<file path="src/vfd_pkg.sv">
// Purpose: Shared constants and types of the display command interpreter
// Assumes: 40 MHz system clock, LSB-first serial bytes from the host
// Notes: Opcodes are the upper nibble of a first byte read as B7..B4
package vfd_pkg;
  localparam int DIGITS = 16;
  localparam int PATTERNS = 8;
  localparam int PAT_BITS = 35;
  localparam int PAT_BYTES = 5;
  localparam int PAT_ROWS = 7;
  localparam logic [3:0] OP_CHAR = 4'h1;
  localparam logic [3:0] OP_PAT = 4'h2;
  localparam logic [3:0] OP_SYM = 4'h3;
  localparam logic [3:0] OP_PORT = 4'h4;
  localparam logic [3:0] OP_DUTY = 4'h5;
  localparam logic [3:0] OP_DIGITS = 4'h6;
  localparam logic [2:0] BIT_LAST = 3'h7;
  localparam logic [2:0] SYNC_IDLE = 3'h7;
  localparam logic [7:0] DUTY_CAP = 8'hF0;
  localparam logic [7:0] STEP_LAST = 8'hFF;
  localparam logic [7:0] DUTY_RESET = 8'h00;
  localparam logic [3:0] DIGITS_ALL = 4'h0;
  localparam logic [3:0] DIGIT_MAX = 4'hF;
  localparam logic [1:0] PORT_RESET = 2'h0;
  localparam logic [3:0] ADDR_RESET = 4'h0;
  localparam logic [2:0] PAT_ADDR_RESET = 3'h0;
  localparam logic [2:0] PAT_BYTE_FIRST = 3'h0;
  localparam logic [2:0] PAT_BYTE_LAST = 3'h4;
  localparam logic [7:0] USER_CODE_TOP = 8'h07;
  localparam logic [15:0] GRID_ONE = 16'h0001;
  localparam int CLK_PERIOD_NS = 25;
  localparam int SELECT_HIGH_GAP_NS = 300;
  localparam int SELECT_HIGH_GAP_CYC =
    (SELECT_HIGH_GAP_NS + CLK_PERIOD_NS - 1) / CLK_PERIOD_NS;

  typedef enum logic [4:0] {
    MODE_IDLE = 5'h01,
    MODE_CHAR = 5'h02,
    MODE_PAT = 5'h04,
    MODE_SYM = 5'h08,
    MODE_DUTY = 5'h10
  } mode_t;

  typedef struct packed {
    logic first;
    logic [7:0] data;
  } rx_byte_t;

  typedef struct packed {
    logic [3:0] digit;
    logic [7:0] step;
    logic on;
  } scan_t;
endpackage : vfd_pkg

</file>
<file path="src/vfd_command_ram_writer.sv">
// Purpose: Serial command interpreter and display RAMs of a 16-digit dot display
// Assumes: Host keeps link timing; fixed pattern ROM sits outside on romCode
// Notes: Grid, segment and symbol outputs blank while the grid window is off
module vfd_command_ram_writer
  import vfd_pkg::*;
(
  input wire logic clk,
  input wire logic sys_rst,
  input wire logic resetN,
  input wire logic chipSelectN,
  input wire logic shiftClockN,
  input wire logic serialDataIn,
  input wire logic [PAT_BITS-1:0] romPattern,
  output logic [7:0] romCode,
  output logic [DIGITS-1:0] gridOutput,
  output logic [PAT_BITS-1:0] segmentOutput,
  output logic [1:0] symbolOutput,
  output logic portLineA,
  output logic portLineB
);
  rx_byte_t rxByte;
  logic rxValid;
  scan_t scan;
  scan_t stage;
  mode_t mode;
  logic [1:0] resetSync;
  logic [7:0] duty;
  logic [3:0] digitCount;
  logic [3:0] charAddr;
  logic [2:0] patAddr;
  logic [3:0] symAddr;
  logic [2:0] patByte;
  logic [PAT_BITS-1:0] patBuf;
  logic [1:0] symbolNow;
  logic [7:0] charRam [DIGITS];
  logic [PAT_BITS-1:0] patRam [PATTERNS];
  logic [1:0] symRam [DIGITS];
  logic charWe;
  logic patByteWe;
  logic symWe;
  logic dutyWe;

  serial_byte_rx u_rx (
    .clk(clk),
    .sys_rst(sys_rst),
    .chipSelectN(chipSelectN),
    .shiftClockN(shiftClockN),
    .serialDataIn(serialDataIn),
    .rxByte(rxByte),
    .rxValid(rxValid)
  );

  grid_scan u_scan (
    .clk(clk),
    .sys_rst(sys_rst),
    .duty(duty),
    .digitCount(digitCount),
    .scan(scan)
  );

  // Reset pin is asynchronous to clk
  always_ff @(posedge clk or posedge sys_rst) begin
    if (sys_rst) begin
      resetSync <= 2'h3;
    end else begin
      resetSync <= {resetSync[0], ~resetN};
    end
  end

  wire pinReset = resetSync[1];

  wire contPat = (mode == MODE_PAT) && (patByte != PAT_BYTE_FIRST);
  wire isCmd = rxValid && rxByte.first && !contPat;
  wire isData = rxValid && !isCmd;
  wire [3:0] op = rxByte.data[7:4];

  wire cmdChar = isCmd && (op == OP_CHAR);
  wire cmdPat = isCmd && (op == OP_PAT);
  wire cmdSym = isCmd && (op == OP_SYM);
  wire cmdPort = isCmd && (op == OP_PORT);
  wire cmdDuty = isCmd && (op == OP_DUTY);
  wire cmdDigits = isCmd && (op == OP_DIGITS);
  wire cmdKnown = cmdChar | cmdPat | cmdSym | cmdPort | cmdDuty | cmdDigits;

  // Data bytes go where the last command pointed
  always_comb begin
    charWe = 1'b0;
    patByteWe = 1'b0;
    symWe = 1'b0;
    dutyWe = 1'b0;
    unique case (mode)
      MODE_IDLE: begin
      end
      MODE_CHAR: begin
        charWe = isData;
      end
      MODE_PAT: begin
        patByteWe = isData;
      end
      MODE_SYM: begin
        symWe = isData;
      end
      MODE_DUTY: begin
        dutyWe = isData;
      end
    endcase
  end

  wire patWe = patByteWe && (patByte == PAT_BYTE_LAST);

  // unknown opcodes only drop the mode
  wire mode_t next_mode = cmdChar ? MODE_CHAR :
                          cmdPat ? MODE_PAT :
                          cmdSym ? MODE_SYM :
                          cmdDuty ? MODE_DUTY :
                          (isCmd || dutyWe) ? MODE_IDLE : mode;

  wire [3:0] next_charAddr = cmdChar ? rxByte.data[3:0] :
                             charWe ? 4'(charAddr + 4'h1) : charAddr;
  wire [2:0] next_patAddr = cmdPat ? rxByte.data[2:0] :
                            patWe ? 3'(patAddr + 3'h1) : patAddr;
  wire [3:0] next_symAddr = cmdSym ? rxByte.data[3:0] :
                            symWe ? 4'(symAddr + 4'h1) : symAddr;
  wire [2:0] next_patByte = (cmdPat || patWe) ? PAT_BYTE_FIRST :
                            patByteWe ? 3'(patByte + 3'h1) : patByte;
  wire [7:0] next_duty = dutyWe ? rxByte.data : duty;
  wire [3:0] next_digitCount = cmdDigits ? rxByte.data[3:0] : digitCount;
  // port lines from bits 0 and 1
  wire next_portLineA = cmdPort ? rxByte.data[0] : portLineA;
  wire next_portLineB = cmdPort ? rxByte.data[1] : portLineB;

  always_ff @(posedge clk or posedge sys_rst) begin
    if (sys_rst) begin
      mode <= MODE_IDLE;
      charAddr <= ADDR_RESET;
      patAddr <= PAT_ADDR_RESET;
      symAddr <= ADDR_RESET;
      patByte <= PAT_BYTE_FIRST;
    end else if (pinReset) begin
      mode <= MODE_IDLE;
      charAddr <= ADDR_RESET;
      patAddr <= PAT_ADDR_RESET;
      symAddr <= ADDR_RESET;
      patByte <= PAT_BYTE_FIRST;
    end else begin
      mode <= next_mode;
      charAddr <= next_charAddr;
      patAddr <= next_patAddr;
      symAddr <= next_symAddr;
      patByte <= next_patByte;
    end
  end

  always_ff @(posedge clk or posedge sys_rst) begin
    if (sys_rst) begin
      duty <= DUTY_RESET;
      digitCount <= DIGITS_ALL;
      portLineA <= PORT_RESET[0];
      portLineB <= PORT_RESET[1];
    end else if (pinReset) begin
      duty <= DUTY_RESET;
      digitCount <= DIGITS_ALL;
      portLineA <= PORT_RESET[0];
      portLineB <= PORT_RESET[1];
    end else begin
      duty <= next_duty;
      digitCount <= next_digitCount;
      portLineA <= next_portLineA;
      portLineB <= next_portLineB;
    end
  end

  // byte k fills bits k, k+5 .. k+30
  logic [PAT_BITS-1:0] patMerged;
  for (genvar k = 0; k < PAT_BYTES; k++) begin : g_patCol
    for (genvar j = 0; j < PAT_ROWS; j++) begin : g_patRow
      assign patMerged[k + PAT_BYTES * j] =
        (patByte == 3'(k)) ? rxByte.data[j] : patBuf[k + PAT_BYTES * j];
    end
  end

  always_ff @(posedge clk or posedge sys_rst) begin
    if (sys_rst) begin
      patBuf <= '0;
    end else if (patByteWe) begin
      patBuf <= patMerged;
    end
  end

  // Contents survive the reset pin; cleared only on sys_rst
  for (genvar i = 0; i < DIGITS; i++) begin : g_digitRam
    always_ff @(posedge clk or posedge sys_rst) begin
      if (sys_rst) begin
        charRam[i] <= 8'h00;
        symRam[i] <= 2'h0;
      end else begin
        if (charWe && (charAddr == 4'(i))) begin
          charRam[i] <= rxByte.data;
        end
        if (symWe && (symAddr == 4'(i))) begin
          symRam[i] <= rxByte.data[1:0];
        end
      end
    end
  end

  for (genvar p = 0; p < PATTERNS; p++) begin : g_patRam
    always_ff @(posedge clk or posedge sys_rst) begin
      if (sys_rst) begin
        patRam[p] <= '0;
      end else if (patWe && (patAddr == 3'(p))) begin
        patRam[p] <= patMerged;
      end
    end
  end

  // First display stage: fetch code and symbols of the scanned digit
  always_ff @(posedge clk or posedge sys_rst) begin
    if (sys_rst) begin
      romCode <= 8'h00;
      symbolNow <= 2'h0;
      stage <= '0;
    end else begin
      romCode <= charRam[scan.digit];
      symbolNow <= symRam[scan.digit];
      stage <= scan;
    end
  end

  // user codes 00..07 bypass the ROM
  wire userCode = (romCode <= USER_CODE_TOP);
  wire [PAT_BITS-1:0] userSel = patRam[romCode[2:0]];
  wire [PAT_BITS-1:0] next_segment = stage.on ? (userCode ? userSel : romPattern) : '0;
  wire [DIGITS-1:0] next_grid = stage.on ? DIGITS'(GRID_ONE << stage.digit) : '0;
  wire [1:0] next_symbol = stage.on ? symbolNow : 2'h0;

  always_ff @(posedge clk or posedge sys_rst) begin
    if (sys_rst) begin
      segmentOutput <= '0;
      gridOutput <= '0;
      symbolOutput <= 2'h0;
    end else begin
      segmentOutput <= next_segment;
      gridOutput <= next_grid;
      symbolOutput <= next_symbol;
    end
  end

  a_port_update: assert property (
    @(posedge clk) disable iff (sys_rst)
    cmdPort && !pinReset |=> {portLineB, portLineA} == $past(rxByte.data[1:0]))
    else $error("port lines do not follow command bits");

  a_char_wrap: assert property (
    @(posedge clk) disable iff (sys_rst)
    charWe && !pinReset |=> charAddr == 4'($past(charAddr) + 4'h1))
    else $error("character address did not advance");

  a_sym_advance: assert property (
    @(posedge clk) disable iff (sys_rst)
    symWe && !pinReset ##1 1 |-> symAddr == 4'($past(symAddr) + 4'h1))
    else $error("symbol address did not advance");

  a_pat_advance: assert property (
    @(posedge clk) disable iff (sys_rst)
    patWe && !pinReset |=> patAddr == 3'($past(patAddr) + 3'h1) && patByte == PAT_BYTE_FIRST)
    else $error("pattern address did not advance");

  a_duty_write: assert property (
    @(posedge clk) disable iff (sys_rst)
    dutyWe && !pinReset |=> duty == $past(rxByte.data) && mode == MODE_IDLE)
    else $error("duty byte not taken");

  a_unknown_ignored: assert property (
    @(posedge clk) disable iff (sys_rst)
    isCmd && !cmdKnown && !pinReset |=> $stable(duty) && $stable(digitCount)
      && $stable(portLineA) && $stable(portLineB) && $stable(charAddr) && mode == MODE_IDLE)
    else $error("undefined command changed state");

  a_reset_values: assert property (
    @(posedge clk) disable iff (sys_rst)
    pinReset |=> duty == DUTY_RESET && digitCount == DIGITS_ALL && charAddr == ADDR_RESET
      && symAddr == ADDR_RESET && patAddr == PAT_ADDR_RESET && !portLineA && !portLineB)
    else $error("reset did not restore settings");

  a_duty_window: assert property (
    @(posedge clk) disable iff (sys_rst)
    ##1 scan.on == (scan.step < (($past(duty) > DUTY_CAP) ? DUTY_CAP : $past(duty))))
    else $error("grid window does not match duty");

  a_digit_range: assert property (
    @(posedge clk) disable iff (sys_rst)
    $changed(scan.digit) |-> scan.digit == ADDR_RESET || $past(digitCount, 2) == DIGITS_ALL
      || scan.digit < $past(digitCount, 2))
    else $error("scan passed the digit count");

  a_user_select: assert property (
    @(posedge clk) disable iff (sys_rst)
    stage.on && userCode |=> segmentOutput == $past(userSel))
    else $error("user code not taken from pattern RAM");

  a_rom_select: assert property (
    @(posedge clk) disable iff (sys_rst)
    stage.on && !userCode |=> segmentOutput == $past(romPattern))
    else $error("high code not taken from fixed ROM");

  a_grid_onehot: assert property (
    @(posedge clk) disable iff (sys_rst)
    stage.on |=> gridOutput == DIGITS'(GRID_ONE << $past(stage.digit))
      && symbolOutput == $past(symbolNow))
    else $error("wrong grid or symbol output");

  c_char_write: cover property (@(posedge clk) disable iff (sys_rst) cmdChar ##[1:400] charWe);
  c_pattern_done: cover property (@(posedge clk) disable iff (sys_rst) patWe);
  c_duty_set: cover property (@(posedge clk) disable iff (sys_rst) cmdDuty ##[1:400] dutyWe);
  c_digits_set: cover property (@(posedge clk) disable iff (sys_rst) cmdDigits);
endmodule : vfd_command_ram_writer

</file>
<file path="src/serial_byte_rx.sv">
// Purpose: Samples the three-wire link and delivers whole bytes
// Assumes: Link pins are asynchronous to clk and slow against it
// Notes: Byte count restarts whenever chip select is high
module serial_byte_rx
  import vfd_pkg::*;
(
  input wire logic clk,
  input wire logic sys_rst,
  input wire logic chipSelectN,
  input wire logic shiftClockN,
  input wire logic serialDataIn,
  output rx_byte_t rxByte,
  output logic rxValid
);
  logic [2:0] selSync;
  logic [2:0] clkSync;
  logic [1:0] dataSync;
  logic [2:0] bitCount;
  logic [7:0] shiftReg;
  logic firstPend;

  wire active = ~selSync[1];
  wire riseEdge = active & clkSync[1] & ~clkSync[2];
  wire [7:0] shifted = {dataSync[1], shiftReg[7:1]};
  wire byteDone = riseEdge && (bitCount == BIT_LAST);

  always_ff @(posedge clk or posedge sys_rst) begin
    if (sys_rst) begin
      selSync <= SYNC_IDLE;
      clkSync <= SYNC_IDLE;
      dataSync <= 2'h0;
    end else begin
      selSync <= {selSync[1:0], chipSelectN};
      clkSync <= {clkSync[1:0], shiftClockN};
      dataSync <= {dataSync[0], serialDataIn};
    end
  end

  always_ff @(posedge clk or posedge sys_rst) begin
    if (sys_rst) begin
      bitCount <= 3'h0;
      shiftReg <= 8'h00;
      firstPend <= 1'b1;
    end else if (!active) begin
      bitCount <= 3'h0;
      firstPend <= 1'b1;
    end else if (riseEdge) begin
      shiftReg <= shifted;
      bitCount <= 3'(bitCount + 3'h1);
      firstPend <= firstPend & ~byteDone;
    end
  end

  always_ff @(posedge clk or posedge sys_rst) begin
    if (sys_rst) begin
      rxValid <= 1'b0;
      rxByte <= '0;
    end else begin
      rxValid <= byteDone;
      if (byteDone) begin
        rxByte <= '{first: firstPend, data: shifted};
      end
    end
  end
endmodule : serial_byte_rx

</file>
<file path="src/grid_scan.sv">
// Purpose: Steps through digit slots and times the grid on-window
// Assumes: One slot step per clk cycle
// Notes: A shortened digit count takes effect at the next slot end
module grid_scan
  import vfd_pkg::*;
(
  input wire logic clk,
  input wire logic sys_rst,
  input wire logic [7:0] duty,
  input wire logic [3:0] digitCount,
  output scan_t scan
);
  logic [7:0] step;
  logic [3:0] digit;

  wire [7:0] onSteps = (duty > DUTY_CAP) ? DUTY_CAP : duty;
  wire [3:0] lastDigit = (digitCount == DIGITS_ALL) ? DIGIT_MAX : 4'(digitCount - 4'h1);
  wire slotEnd = (step == STEP_LAST);
  wire [3:0] next_digit = (digit >= lastDigit) ? ADDR_RESET : 4'(digit + 4'h1);

  always_ff @(posedge clk or posedge sys_rst) begin
    if (sys_rst) begin
      step <= 8'h00;
      digit <= ADDR_RESET;
    end else begin
      step <= 8'(step + 8'h01);
      if (slotEnd) begin
        digit <= next_digit;
      end
    end
  end

  // grid on for first duty steps, capped at DUTY_CAP
  always_ff @(posedge clk or posedge sys_rst) begin
    if (sys_rst) begin
      scan <= '0;
    end else begin
      scan <= '{digit: digit, step: step, on: (step < onSteps)};
    end
  end
endmodule : grid_scan

</file>
<file path="config.mk">
export PLATFORM = sky130hd
export DESIGN_NAME = vfd_command_ram_writer
export DESIGN_NICKNAME = d
export VERILOG_FILES = /design/src/vfd_pkg.sv /design/src/vfd_command_ram_writer.sv /design/src/serial_byte_rx.sv /design/src/grid_scan.sv
export SDC_FILE = /design/constraint.sdc
export NUM_CORES = 1
export LEC_CHECK = 0
export BUFFER_PORTS_ARGS = -buffer_cell sky130_fd_sc_hd__clkbuf_2
export CAP_MARGIN = 20
export CORE_ASPECT_RATIO = 1.5
export CORE_UTILIZATION = 60
export CTS_BUF_LIST = sky130_fd_sc_hd__clkbuf_4
export DETAILED_ROUTE_END_ITERATION = 12
export GPL_ROUTABILITY_DRIVEN = 0
export PLACE_DENSITY = 0.85
export SLEW_MARGIN = 10
export SYNTH_ARGS = -nofsm -noshare
export SYNTH_HDL_FRONTEND = slang
export SYNTH_HIERARCHICAL = 1
export SYNTH_SLANG_ARGS = --single-unit
</file>
<file path="constraint.sdc">
create_clock -name clk -period 44.8 [get_ports clk]
set_input_delay 0 -clock clk [delete_from_list [all_inputs] [get_ports clk]]
set_output_delay 0 -clock clk [all_outputs]
set_load 0.02 [all_outputs]
</file>
==> results.md <==
* Status: complete, no violations
* Final Power at 0.001037 W
* CP Data Required Time at 45.50 ns
* MaxCap Viol Count at 0
* Remaining Overflow, GRT at 0
* Layout cells sized above 1 at 39.55%
* Drt wl/cell at 21.38 um
* Leak pwr at 15.05 nW
* Busiest metal layer after global routing: met2
* Vias/cell at 6.116
* Most common cell after layout, fill and taps aside: dfrtp_1
* Post-DP Area at 28,750 um2
* Initial antenna violation count at 1
* Arr. time, crit path at 4.18 ns
* Boundary Pins at 104
* Synth warn at 6
* Synth Instances at 2,012
* Core Region at 45,760 um2
* Met2 Use GR at 49.40%
* Drt pass-1 iters at 5
* Buffers on Ports at 103
* Post-Syn Area at 27,880 um2
* DRT iter0 DRCs at 1,116
* Hold Path Class: input port to flop
* Die ar. at 47,350 um2
* Vias in the first global route at 19.64k
* Maximum VDD drop at 23.47 uV
* Util after Layout at 68.91%
* Pin count of the biggest net entering global routing at 158
* Antenna-violating nets left at 0
* Crit start category: flop
* Cell Rows at 96
* Starting density of the core at 60.92%
* CTS tree: built
* Multi-input combinational cell area at 11,570 um2
* Filler Cell Count at 2,997
* Worst-Margin Slew at 1.141 ns
* Setup tns final at 0 ns
* Final nets at 2,318
* Most frequent cells in the layout: 611 x dfrtp_1, 394 x mux2_2, 203 x clkbuf_4, 152 x nand2_1, 152 x o21ai_0
* R2r worst-path depth at 4
* Met3 Resource Use GR at 4.909%
* Die Width at 178.0 um
* Max-slew violations at 0
* Worst-path clk slew at 0.06 ns
* R2r startpoint: mode[4]$_DFFE_PP0P_
* FF-to-FF End: patRam[202]$_DFFE_PP0P_
* First-pass GRT wire length at 100,100 um
* Root buffer cell: clkbuf_4
* CTS H-tree depth at 4
* Final Critical Period at 3.474 ns
* Pwr Density at 32.90 nW/um2
* Sink Count at 623
* Hold Vio Cnt, Final at 0
* Worst Path Max Fanout at 35
* Syn Area/Cell at 13.86 um2
* Final wirelength at 62,590 um
* Fmax at 0.2878 GHz
* Min-delay src: romPattern[27]
* Area Overhead vs Synth at 13.12%
* Hold path cells at 4
* GR met1 Demand/Resource at 30.63%
* Worst skew pair latency at 0.88 ns
* CP Class: flop to flop
* Setup-failing EPs final at 0
* Worst Hold End: segmentOutput[27]$_DFF_PP0_
* Num CTS Buffers at 147
* CTS max path bufs at 3
* Slew headroom at 23.78%
* DRC at 0
* Vias at 17.91k
* Final worst path period share at 7.756%
* Finished Cell Area at 31,540 um2
* Post-CTS Resized at 0
* Worst setup EP type: flop
* Register area at 15,610 um2
* Post-Syn Nets at 2,088
* RSZ-0062 raised after global routing: no
* Total GRT Usage at 27.44%
* Die H at 266.0 um
* Clk_skew at 0.06989 ns
* HPWL after detailed placement at 36,700 um
* R2r setup slk at 41.33 ns
-- worst max-delay path by stage --
stage                   startpoint                       to  cells past startpoint
2_1_floorplan              sys_rst  charAddr[0]$_DFFE_PP0P_                      1
6_report       mode[4]$_DFFE_PP0P_  patRam[202]$_DFFE_PP0P_                      4
5_1_grt        mode[1]$_DFFE_PP0P_  patRam[202]$_DFFE_PP0P_                      4
3_5_place_dp   mode[4]$_DFFE_PP0P_  patRam[202]$_DFFE_PP0P_                      4
3_3_place_gp   mode[4]$_DFFE_PP0P_  patRam[196]$_DFFE_PP0P_                      4
4_1_cts        mode[1]$_DFFE_PP0P_  patRam[202]$_DFFE_PP0P_                      4
-- worst max-delay path: stages (launching register included) --
cell and delay, ns:
dfrtp_1 0.44, nor4_1 0.86, and4_1 0.81, nand3_4 0.66, mux2_1 0.57
-- state kept, by name, summed over array words and instances (netlist names), 7 cells and up --
name / flops
duty: 8
gridOutput: 16
patBuf: 35
charRam: 128
u_rx/rxByte: 9
symRam: 32
u_scan/step: 8
patRam: 280
romCode: 8
u_rx/shiftReg: 7
segmentOutput: 35
-- stage by stage --
step	hold WS, ns	worst slack [ns]	instances
CTS	0.002610	41.34	2920
global route	0.05238	41.17	2928
finish	0.05468	41.33	2928
floorplan	-0.07393	28.63	2012
global placement	0.09097	41.45	2594
detailed placement	0.08888	41.35	2594
-- per-layer routing --
layer / vias up / routed length (um)
met5: - / 0
met4: 0 / 2652
met3: 185 / 3118
met2: 604 / 33710
met1: 9250 / 23100
li1: 7869 / -
-- area by class of cell --
type / count / area share (%)
clock buffers: 203 / 4.832
well taps: 588 / 2.333
clock inverters: 43 / 0.8530
inverters: 30 / 0.3809
flip-flops and latches: 623 / 49.49
diodes: 1 / 0.007935
repair buffers: 216 / 5.403
multi-input cells: 1224 / 36.70
-- report_power, final --
part,internal (W),switching [W],total [W]
sequential,0.000566,0.00000251,0.000568
clock,0.000227,0.000219,0.000445
combinational,0.0000103,0.0000137,0.0000240
total,0.000803,0.000235,0.00104
-- what timing repair did --
item	CTS	global route
endpoints found under the hold margin	237	0
buffers inserted	0	0
hold buffers	80	0
Power figures use the tool's default switching activity.
